[src/verilog/pbc_cfg.svh]
// Constants for the basic control register bank: field positions,
// reset values and the register address.
// Assumes inclusion by the reset sequencer and the basic control module only.
`ifndef PBC_CFG_SVH
`define PBC_CFG_SVH
`define PBC_ADDR_CTRL 5'h00
`define PBC_BIT_RESET 15
`define PBC_BIT_LOOP 14
`define PBC_BIT_SPEED 13
`define PBC_BIT_ANEN 12
`define PBC_BIT_PDOWN 11
`define PBC_BIT_ISO 10
`define PBC_BIT_RESTART 9
`define PBC_BIT_DUPLEX 8
`define PBC_BIT_COLTEST 7
`define PBC_RSVD_ZERO 7'h00
`define PBC_RST_LEN 4'h8
`define PBC_ZERO16 16'h0000
`endif

[src/verilog/pbc_pkg.sv]
// Types shared by the basic control register bank.
// Assumes pbc_cfg.svh sits on the include path.
package pbc_pkg;
  // Strap levels latched at reset
  typedef struct packed {
    logic speed;
    logic autoneg;
    logic isolate;
    logic duplex;
  } pbc_strap_s;
  // Register write/read port from the management serial logic
  typedef struct packed {
    logic wr;
    logic rd;
    logic [4:0] addr;
    logic [15:0] wdata;
  } pbc_req_s;
  // Controls driven into the transceiver core
  typedef struct packed {
    logic soft_reset;
    logic loopback;
    logic speed_100;
    logic autoneg_en;
    logic autoneg_restart;
    logic power_down;
    logic isolate;
    logic full_duplex;
    logic col_test;
  } pbc_ctrl_s;
  // Reset sequencer states
  typedef enum logic [2:0] {
    PBC_RUN = 3'b001,
    PBC_HOLD = 3'b010,
    PBC_LATCH = 3'b100
  } pbc_rst_e;
endpackage

[src/verilog/pbc_sync2.sv]
// Two-flop synchroniser for one strap pin level.
// Assumes the pin is quasi-static around reset.
`timescale 1ns/1ns
module pbc_sync2
(
  // Clock and reset
  input wire logic clk_i,
  input wire logic rst_i,
  // Level in and out
  input wire logic d_i,
  output logic q_o
);
  logic s1_q; // First stage, read only by second
  // Two-stage shift
  always_ff @(posedge clk_i)
  begin
    if (rst_i)
    begin
      s1_q <= 1'b0;
      q_o <= 1'b0;
    end
    else
    begin
      s1_q <= d_i;
      q_o <= s1_q;
    end
  end
endmodule

[src/verilog/pbc_rst_seq.sv]
// Reset sequencer: holds the software reset for a short stretch,
// then asks the register bank to re-latch straps.
// Assumes a one-cycle start pulse from the register bank.
`timescale 1ns/1ns
`include "pbc_cfg.svh"
module pbc_rst_seq
(
  // Clock and reset
  input wire logic clk_i,
  input wire logic rst_i,
  // Control
  input wire logic start_i,
  output logic busy_o,
  output logic latch_o
);
  import pbc_pkg::*;
  pbc_rst_e state_q; // Sequencer state
  logic [3:0] cnt_q; // Hold counter
  // State and counter
  always_ff @(posedge clk_i)
  begin
    if (rst_i)
    begin
      // Hardware reset runs the same hold as a software reset, so the
      // strap synchronisers have settled before the latch cycle
      state_q <= PBC_HOLD;
      cnt_q <= `PBC_RST_LEN;
    end
    else
    begin
      case (state_q)
        PBC_RUN:
        begin
          if (start_i)
          begin
            state_q <= PBC_HOLD;
            cnt_q <= `PBC_RST_LEN;
          end
        end
        PBC_HOLD:
        begin
          // Hold core in reset for a fixed stretch
          cnt_q <= cnt_q - 4'h1;
          if (cnt_q == 4'h1)
            state_q <= PBC_LATCH;
        end
        default:
          state_q <= PBC_RUN;
      endcase
    end
  end
  assign busy_o = (state_q != PBC_RUN);
  assign latch_o = (state_q == PBC_LATCH);
endmodule

[src/verilog/pbc_basic_ctrl.sv]
// Basic control register of the transceiver: holds mode controls,
// strap defaults, self-clearing reset and restart bits.
// Assumes register requests come from the management serial logic
// on the same clock, and strap pins are asynchronous levels.
`timescale 1ns/1ns
`include "pbc_cfg.svh"
module pbc_basic_ctrl
(
  // Clock and reset
  input wire logic CLK_SYS_I,
  input wire logic RESET_I,
  // Strap pins
  input wire pbc_pkg::pbc_strap_s STRAP_I,
  // Register request
  input wire pbc_pkg::pbc_req_s REQ_I,
  // Register read data
  output logic [15:0] RDATA_O,
  output logic RVALID_O,
  // Controls to the transceiver core
  output pbc_pkg::pbc_ctrl_s CTRL_O,
  // Effective mode after the autoneg override
  output logic EFF_SPEED_100_O,
  output logic EFF_FULL_DUPLEX_O,
  // Result from the negotiation engine
  input wire logic AN_SPEED_100_I,
  input wire logic AN_FULL_DUPLEX_I
);
  import pbc_pkg::*;

  // Synchronised strap levels
  logic strap_speed;
  logic strap_an;
  logic strap_iso;
  logic strap_dup;

  // Register fields
  logic loop_q;
  logic speed_q;
  logic an_q;
  logic pdown_q;
  logic iso_q;
  logic dup_q;
  logic col_q;
  logic restart_q; // One-cycle restart pulse, also readback
  logic sw_rst_q; // Software reset start pulse

  // Sequencer outputs
  logic seq_busy;
  logic seq_latch;

  // Decode of the register access
  wire hit = (REQ_I.addr == `PBC_ADDR_CTRL);
  wire wr_hit = REQ_I.wr && hit && !seq_busy;
  wire rst_wr = wr_hit && REQ_I.wdata[`PBC_BIT_RESET];
  // First reset write while powered down only clears power-down
  wire rst_full = rst_wr && !pdown_q;
  wire rst_pd_exit = rst_wr && pdown_q;
  wire plain_wr = wr_hit && !rst_wr;

  // One synchroniser per strap pin
  pbc_sync2 u_sync_speed (.clk_i(CLK_SYS_I), .rst_i(RESET_I), .d_i(STRAP_I.speed), .q_o(strap_speed));
  pbc_sync2 u_sync_an (.clk_i(CLK_SYS_I), .rst_i(RESET_I), .d_i(STRAP_I.autoneg), .q_o(strap_an));
  pbc_sync2 u_sync_iso (.clk_i(CLK_SYS_I), .rst_i(RESET_I), .d_i(STRAP_I.isolate), .q_o(strap_iso));
  pbc_sync2 u_sync_dup (.clk_i(CLK_SYS_I), .rst_i(RESET_I), .d_i(STRAP_I.duplex), .q_o(strap_dup));

  // Reset sequencer; its latch state re-loads straps, which gives the
  // synchronisers time to settle after hardware reset
  pbc_rst_seq u_seq
  (
    .clk_i(CLK_SYS_I),
    .rst_i(RESET_I),
    .start_i(sw_rst_q),
    .busy_o(seq_busy),
    .latch_o(seq_latch)
  );

  // Self-clearing pulses
  always_ff @(posedge CLK_SYS_I)
  begin
    if (RESET_I)
    begin
      sw_rst_q <= 1'b0;
      restart_q <= 1'b0;
    end
    else
    begin
      sw_rst_q <= rst_full;
      restart_q <= plain_wr && REQ_I.wdata[`PBC_BIT_RESTART];
    end
  end

  // Control fields
  always_ff @(posedge CLK_SYS_I)
  begin
    if (RESET_I)
    begin
      loop_q <= 1'b0;
      pdown_q <= 1'b0;
      col_q <= 1'b0;
      speed_q <= 1'b0;
      an_q <= 1'b0;
      iso_q <= 1'b0;
      dup_q <= 1'b0;
    end
    else if (seq_latch)
    begin
      // Strap defaults after any reset
      loop_q <= 1'b0;
      pdown_q <= 1'b0;
      col_q <= 1'b0;
      speed_q <= strap_speed;
      an_q <= strap_an;
      iso_q <= strap_iso;
      dup_q <= ~strap_dup;
    end
    else if (rst_pd_exit)
    begin
      pdown_q <= 1'b0;
    end
    else if (plain_wr)
    begin
      loop_q <= REQ_I.wdata[`PBC_BIT_LOOP];
      speed_q <= REQ_I.wdata[`PBC_BIT_SPEED];
      an_q <= REQ_I.wdata[`PBC_BIT_ANEN];
      pdown_q <= REQ_I.wdata[`PBC_BIT_PDOWN];
      iso_q <= REQ_I.wdata[`PBC_BIT_ISO];
      dup_q <= REQ_I.wdata[`PBC_BIT_DUPLEX];
      col_q <= REQ_I.wdata[`PBC_BIT_COLTEST];
    end
  end

  // Readback word; reserved bits are constant zero
  wire [15:0] rd_word = {seq_busy, loop_q, speed_q, an_q, pdown_q, iso_q,
                         restart_q, dup_q, col_q, `PBC_RSVD_ZERO};
  // Autoneg result overrides the manual bits
  wire eff_spd = an_q ? AN_SPEED_100_I : speed_q;
  wire eff_dup = an_q ? AN_FULL_DUPLEX_I : dup_q;

  // Registered outputs
  always_ff @(posedge CLK_SYS_I)
  begin
    if (RESET_I)
    begin
      RDATA_O <= `PBC_ZERO16;
      RVALID_O <= 1'b0;
      CTRL_O <= '0;
      EFF_SPEED_100_O <= 1'b0;
      EFF_FULL_DUPLEX_O <= 1'b0;
    end
    else
    begin
      RVALID_O <= REQ_I.rd;
      // Unmapped addresses read zero
      RDATA_O <= (REQ_I.rd && hit) ? rd_word : `PBC_ZERO16;
      CTRL_O.soft_reset <= seq_busy;
      CTRL_O.loopback <= loop_q;
      CTRL_O.speed_100 <= speed_q;
      CTRL_O.autoneg_en <= an_q;
      CTRL_O.autoneg_restart <= restart_q;
      CTRL_O.power_down <= pdown_q;
      CTRL_O.isolate <= iso_q;
      CTRL_O.full_duplex <= dup_q;
      CTRL_O.col_test <= col_q;
      EFF_SPEED_100_O <= eff_spd;
      EFF_FULL_DUPLEX_O <= eff_dup;
    end
  end
endmodule

[config.mk]
export PLATFORM = sky130hd
export DESIGN_NAME = pbc_basic_ctrl
export DESIGN_NICKNAME = d
export VERILOG_FILES = /design/src/verilog/pbc_pkg.sv /design/src/verilog/pbc_sync2.sv /design/src/verilog/pbc_rst_seq.sv /design/src/verilog/pbc_basic_ctrl.sv
export VERILOG_INCLUDE_DIRS = /design/src /design/src/verilog
export SDC_FILE = /design/constraint.sdc
export NUM_CORES = 1
export LEC_CHECK = 0
export ABC_AREA = 1
export BUFFER_PORTS_ARGS = -buffer_cell sky130_fd_sc_hd__buf_2
export CELL_PAD_IN_SITES_DETAIL_PLACEMENT = 2
export CELL_PAD_IN_SITES_GLOBAL_PLACEMENT = 2
export CORE_AREA = 2 2 70 98
export CTS_CLUSTER_DIAMETER = 120
export DETAILED_ROUTE_END_ITERATION = 6
export DIE_AREA = 0 0 72 100
export HOLD_SLACK_MARGIN = 0.12
export PLACE_DENSITY_LB_ADDON = 0.3
export SYNTH_ARGS = -nofsm -noshare
export SYNTH_HDL_FRONTEND = slang
export SYNTH_SLANG_ARGS = --single-unit
[constraint.sdc]
create_clock -name CLK_SYS_I -period 1.31 [get_ports CLK_SYS_I]
set_input_delay 0.262 -clock CLK_SYS_I [delete_from_list [all_inputs] [get_ports CLK_SYS_I]]
set_output_delay 0.262 -clock CLK_SYS_I [all_outputs]
set_load 0.1 [all_outputs]
* Word-level counts from Yosys, hierarchy flattened
Index checks and enable logic that the tools add are counted.
Storage, ports and cells: output and inout bits 28, input bits 31, flip-flop bits (word level) 52, logic and storage cells 85
Cells by class: bitwise logic cells 3, equal/unequal tests 8, $add $sub $neg 1, reduce and logical (&&, ||, !) cells 21, mux-type cells 19
Operator list (number):
- $mux W1 | 14
- $logic_and A1 B1 Y1 | 8
- $pmux W4 S2 | 1
- $reduce_and A2 Y1 | 4
- $mux W3 | 2
- $pmux W3 S2 | 1
- $logic_not A5 Y1 | 1
- $eq A4 B1 Y1 const B | 1
- $mux W4 | 1
- $ne A2 B2 Y1 const B | 2
- $reduce_bool A2 Y1 | 2
- $reduce_or A2 Y1 | 2
- $sub A4 B1 Y4 const B | 1
- $eq A3 B1 Y1 const B | 1
- $eq A3 B2 Y1 const B | 1
- $eq A3 B3 Y1 const B | 1
- $logic_not A1 Y1 | 3
- $ne A3 B1 Y1 const B | 1
- $not A1 Y1 | 3
- $reduce_or A3 Y1 | 1
- $ne A2 B1 Y1 const B | 1

* Longest topological paths before layout
Gate-level depths: netlist (run 1).
depth in word-level cells 9, gate-level depth with buffers 8, depth with buffers taken out 8

* Hierarchy
From an unflattened synthesis (run 1), not the netlist that was laid out.
Second synthesis, totals: cells, all modules 202, area, all modules 1651.6 um^2
By module, submodules not included:
- pbc_basic_ctrl | cells each 130, times used 1, area an instance 1061.0 um^2, seq. area each 600.6 um^2
- pbc_rst_seq | cells each 48, times used 1, area an instance 370.4 um^2, seq. area each 140.1 um^2
- pbc_sync2 | cells each 6, times used 4, area an instance 55.1 um^2, seq. area each 40.0 um^2

* Worst setup path after synthesis (run 1)
Ideal clock, no wire load.
kind reg-to-output, start register CTRL_O[0] (netlist bit), end output CTRL_O[0] (netlist bit), buffers on the path 0, stages on the path, launching flop included 1, setup slack 139 ps, arrival 909 ps, cell sequence dfxtp_1
RTL lines:
- start: declaration | line pbc_basic_ctrl.sv:20 | output pbc_pkg::pbc_ctrl_s CTRL_O,
No word-level cell between the ends.

* Final worst setup path (run 1)
start register CTRL_O[3] (netlist bit), end output CTRL_O[3] (netlist bit)
No word-level cell between the ends.

==> out/metrics.yaml, run 1 <==
critical_path:
  setup.worst_path.start: "CTRL_O[3]"
  worstPathRequired_ps: 1050
  max_stage_delay_ps: 410
  worst-path-buf-inv: 1
  cp_max_fo: 1
  crit_path_start_kind: "flip-flop"
  cp-end-kind: "output pin"
  critPathArrivalTime_ps: 1010
  r2r_start: "u_seq.state_q[1]"
  cp_slowest_cell: "buf_2"
  crit_family: "buffers and inverters"
  crit_chain: "buf_2"
  critical_path_class: "flip-flop to output pin"
global_route:
  grt_antenna_before_repair: 0
  grt-ovfl-total: 0
  grt_pass1_wl_um: 6134
  grt_pass1_vias: 1359
  grt_max_degree: 17
  grt.total_usage_pct: 10.92
timing:
  min_period_over_period_pct: 97.29
  hold_violations: 0
  fin_worst_skew_ps: 9.307
  setup_ws_ps: 35.54
  min_period_ps: 1274
  max_freq_mhz: 784.6
  grt_setup_unrepaired: "yes"
  setup_viol: 0
  report.final.slew_viol_count: 0
  whs_ps: 158.6
min_path:
  worst_hold_startpoint: "STRAP_I[0]"
  hold_path.class: "input pin to flip-flop"
detailed_routing:
  vias_per_cell: 4.201
  drc: 0
  dr.pass1.iters: 2
  num_vias: 1382
  drt_iter0_drc: 30
  wl_per_cell_um: 11.33
  routed_wl_um: 3728
  antenna_left: 0
final_layout:
  antennaDiodeCount: 0
  drive_above_1_share_pct: 27.06
  final_common_cell: "dfxtp_1"
  final_cell_mix: "dfxtp_1 (44), nor2_1 (40), inv_1 (34)"
  area_growth_pct: 32.20
  final_cells: 329
  final_nets: 287
  fillers: 766
pwr:
  power_density_nw_per_um2: 1657
  p_leak_nw: 1.050
  vdd_drop_max_mv: 0.4104
floorplanning:
  die_w_um: 72
  initial_core_util_pct: 25.71
  ios: 59
  die-area_sq_um: 7200
  fp.coreArea_sq_um: 6437
  die_h_um: 100
  fp-row-count: 35
synth:
  synth.distinct_cells: 25
  synth_seq_cells: 45
  syn_area_per_cell_sq_um: 8.236
  synth_top_area_share_pct: 54.42
  yosysWarningCount: 0
  ys_seq_area_share_pct: 54.42
  syn_area_sq_um: 1655
  syn_inst: 201
  synthTopCellsByArea: "dfxtp_1 (54%), nor2_1 (9.1%), inv_1 (7.7%)"
  yosysTopAreaCell: "dfxtp_1"
clocking:
  clockBufferDepth: 2
  cts_root_buf: "clkbuf_8"
  clkTransAtPathRegs_ps: 90
  cts.htree.levels: 2
  tritoncts: "done"
  cts_hold_buf: 0
  cts_buffers: 5
  cts.sinks: 45
  clock_latency_ps: 300
place:
  portBuffers: 44
  hpwl_um: 2756
  gp_congestion: 0.6695
  dpl.cell_count: 315
  pre_cts_slack_ps: 61.50
status:
  status: "finished, final reports clean"
run:
  max-cap-violations: 0
sequential cells by signal (all words and copies together) (netlist names), 3 cells and up:
name,flops
CTRL_O,9
RDATA_O,9
u_seq.cnt_q,4
u_seq.state_q,3
final cells by class:
class / instances / area [sq um] / share of cell area [%]
flip-flops and latches: 45 / 902.1 / 41.22
inverters: 36 / 135.1 / 6.175
clock buffers: 6 / 72.57 / 3.316
clock inverters: 2 / 38.79 / 1.772
repair buffers: 51 / 370.4 / 16.92
well taps: 74 / 92.59 / 4.231
multi-input cells: 115 / 576.8 / 26.36
power by group:
| group | switching (mW) | internal [mW] |
|---|---|---|
| Combinational | 0.666 | 0.300 |
| Sequential | 0.0946 | 1.51 |
| Clock | 0.480 | 0.573 |
| Total | 1.24 | 2.39 |
metrics by stage:
step                      TNS, ps  util (%)  instance area, sq um  total power [mW]
after detailed placement        0     30.81                  1983             2.576
after global placement          0     30.81                  1983             2.555
after global routing       -57.96     33.99                  2188             3.866
final                           0     33.99                  2188             3.626
after CTS                       0     32.69                  2105             3.647
after floorplan                 0         -                  1678             2.373
path summary, 6_finish.rpt:
kind / end / slack, ps / cells after the start
max reg2reg: iso_q / 100 / 7
min: u_sync_dup.s1_q / 160 / 3
min reg2reg: u_sync_iso.q_o / 410 / 2
max: CTRL_O[3] / 40 / 1
per-layer routing:
| layer | vias to the layer above | GRT usage [%] | part of all wire [%] |
|---|---|---|---|
| met3 | 6 | 2.711 | 5.3 |
| met4 | 0 | 5.225 | 2.3 |
| met1 | 643 | 12.23 | 39 |
| li1 | 695 | - | - |
| met2 | 38 | 19.09 | 53 |
| met5 | - | 0 | 0 |
timing repair:
item                                    CTS  global route
gates resized for setup                   4            13
setup buffers                             0             5
pin swaps                                 0             1
endpoints found under the setup margin    4            17
gates cloned                              0             1
cells by family after synthesis:
group | count (synthesis) | synth area share [%]
DFF | 45 | 54.42
AOI/OAI and AO/OA | 21 | 7.030
and+or+nand+nor | 83 | 23.13
buffers and inverters | 48 | 13.15
xor gates and xnor gates | 1 | 0.5292
adders and majority gates | 2 | 1.511
other | 1 | 0.2265
Yosys cell counts, drive strengths merged:
| cell type | count |
|---|---|
| dfxtp | 45 |
| nor2 | 43 |
| inv | 36 |
| nand2 | 26 |
| buf | 11 |
| nand3 | 11 |
| o21ai | 11 |
| a21oi | 6 |
| ha | 2 |
| nor3 | 2 |
| o22a | 2 |
| a31oi | 1 |
| clkbuf | 1 |
| conb | 1 |
| nand4 | 1 |
| o21a | 1 |
| xor2 | 1 |
Power figures use the tool's default switching activity.
==> run 2, diff against run 1 <==
--- a/config.mk
+++ b/config.mk
@@ -18,4 +18,5 @@
 export PLACE_DENSITY_LB_ADDON = 0.3
 export SYNTH_ARGS = -nofsm -noshare
 export SYNTH_HDL_FRONTEND = slang
+export SYNTH_HIERARCHICAL = 1
 export SYNTH_SLANG_ARGS = --single-unit
==> run 2 against run 1 <==
Against the previous run: clock skew shrank 5.4 ps; hold slack gained 6.8 ps; sequential share of layout area is 1.1 points lower; design area is 2.8% higher; combinational power rose by 17%; synthesized area down 0.23%.
==> out/metrics.yaml, run 2 <==
global_route:
  busiest_layer: "met2"
  met1_usage_pct: 11.76
  grtUsageMet2_pct: 21.37
  grt_max_degree: 16
  grt-ovfl-total: 0
  grt_pass1_wl_um: 6341
  grt_antenna_before_repair: 0
  grt_pass1_vias: 1430
  met3_usage_pct: 2.108
  grt.total_usage_pct: 11.30
critical_path:
  r2r_start: "u_seq/state_q[1]"
  setup.worst_path.start: "RDATA_O[14]"
  crit_chain: "buf_2"
  worst-path-buf-inv: 1
  crit_family: "buffers and inverters"
  critPathArrivalTime_ps: 1010
  cp_max_fo: 1
  critical_path_class: "flip-flop to output pin"
  max_stage_delay_ps: 410
  crit_path_start_kind: "flip-flop"
  cp-end-kind: "output pin"
  worstPathRequired_ps: 1050
  cp_slowest_cell: "buf_2"
synth:
  ys_seq_area_share_pct: 54.55
  synth_ff_type: "dfxtp_1"
  syn_area_sq_um: 1652
  syn_inst: 202
  synth_top_area_share_pct: 54.55
  yosysTopAreaCell: "dfxtp_1"
  async_flop_share_pct: 0
  synth_commonest_cells: "dfxtp_1 (45), nor2_1 (43), inv_1 (32), nand2_1 (30), nand3_1 (14)"
  synth-edff-count: 0
  yosysWarningCount: 6
  syn_area_per_cell_sq_um: 8.176
  synth_seq_cells: 45
  synthTopCellsByArea: "dfxtp_1 (55%), nor2_1 (9.8%), inv_1 (7.3%)"
  synth.distinct_cells: 22
  synth_most_common_cell: "dfxtp_1"
clocking:
  cts_hold_buf: 0
  cts.sinks: 45
  cts_buffers: 5
  clockBufferDepth: 2
  clkTransAtPathRegs_ps: 90
  cts_root_buf: "clkbuf_8"
  clock_latency_ps: 300
  cts.htree.levels: 2
  tritoncts: "done"
detailed_routing:
  antenna_left: 0
  num_vias: 1427
  routed_wl_um: 3902
  drc: 0
  vias_per_cell: 4.234
  drt_iter0_drc: 16
  wl_per_cell_um: 11.58
  dr.pass1.iters: 3
pwr:
  power_density_nw_per_um2: 1783
  vdd_drop_max_mv: 0.6289
  p_leak_nw: 1.124
  total_power_mw: 4.010
place:
  gp_congestion: 0.7416
  dpl.cell_count: 325
  portBuffers: 44
  placed_area_sq_um: 2001
  hpwl_um: 2950
final_layout:
  antennaDiodeCount: 0
  final_common_cell: "dfxtp_1"
  final_nets: 295
  final_cell_mix: "dfxtp_1 (44), nor2_1 (42), inv_1 (31)"
  drive_above_1_share_pct: 30.80
  reg_top3: "CTRL_O x9, RDATA_O x9, u_seq/cnt_q x4"
  area_growth_pct: 36.21
  postLayoutCellArea_sq_um: 2250
  final_cells: 337
floorplanning:
  fp-row-count: 35
  initial_core_util_pct: 25.66
  die_w_um: 72
  ios: 59
  fp.coreArea_sq_um: 6437
  die_h_um: 100
  die-area_sq_um: 7200
timing:
  min_period_ps: 1276
  whs_ps: 165.5
  report.final.slew_viol_count: 0
  grt_setup_unrepaired: "yes"
  fin_worst_skew_ps: 3.906
  min_period_over_period_pct: 97.42
  max_freq_mhz: 783.5
  tns_ps: 0
  hold_violations: 0
  setup_viol: 0
min_path:
  worst_hold_startpoint: "STRAP_I[0]"
  hold_path.class: "input pin to flip-flop"
run:
  max-cap-violations: 0
status:
  status: "finished, final reports clean"
[run 2: changes by cell type after synthesis, moves of 3 or more]
cell	delta
o21ai_0	-3
nor2_1	+3
o21ai_1	-4
nand2_2	+4
nand2_1	+4
nand3_1	+7
[run 2: metrics by stage]
step / setup slack (ps) / utilization [%]
finish: 33.75 / 34.95
global route: -27.81 / 34.95
CTS: 0.6219 / 33.49
detailed placement: 5.490 / 31.08
global placement: 31.90 / 31.08
floorplan: 12.55 / -
[run 2: tightest hold or removal path: stages]
cell and delay [ps]:
buf_2 70, inv_1 30, nor2_1 70
[run 2: cell type report]
class	instances	area, sq um
Multi-Input combinational cell	121	620.6
Clock inverter	3	68.82
Fill cell	751	4188
Timing Repair Buffer	56	372.9
Tap cell	74	92.59
Inverter	33	123.9
Sequential cell	45	902.1
Clock buffer	5	68.82
[run 2: path summary, 6_finish.rpt]
| check | endpoint | slack (ps) | depth (start not counted) |
|---|---|---|---|
| max | RDATA_O[14] | 30 | 1 |
| max reg2reg | u_seq/cnt_q[3] | 80 | 6 |
| min | u_sync_dup/s1_q | 170 | 3 |
| min reg2reg | u_sync_speed/q_o | 410 | 2 |
[run 2: cell families (layout without fill, tap and decap cells)]
| kind of cell | after synthesis | in the layout | synth area share (%) |
|---|---|---|---|
| AND/OR/NAND/NOR | 98 | 99 | 27.12 |
| XOR/XNOR | 1 | 1 | 0.5304 |
| buffers and inverters | 43 | 97 | 11.97 |
| AO/OA/AOI/OAI | 12 | 12 | 4.091 |
| other | 1 | 7 | 0.2271 |
| flip-flops | 45 | 45 | 54.55 |
| adder cells (fa/ha/maj) | 2 | 2 | 1.515 |
[run 2: metal layers]
metal / up-vias / share of wire [%]
met1: 675 / 37
met5: - / 0
li1: 713 / -
met3: 5 / 3.7
met4: 0 / 1.6
met2: 34 / 57
[run 2: repair_timing]
item | 4_1_cts | 5_1_grt
gates cloned | 0 | 1
resized for setup | 7 | 21
pin swaps | 0 | 3
setup endpoints to repair | 11 | 21
setup buffers | 0 | 3
[run 2: report_power, final]
part	total, mW	switching (mW)	internal, mW
clock	1.26	0.492	0.768
combinational	1.13	0.732	0.394
sequential	1.62	0.112	1.51
total	4.01	1.34	2.67
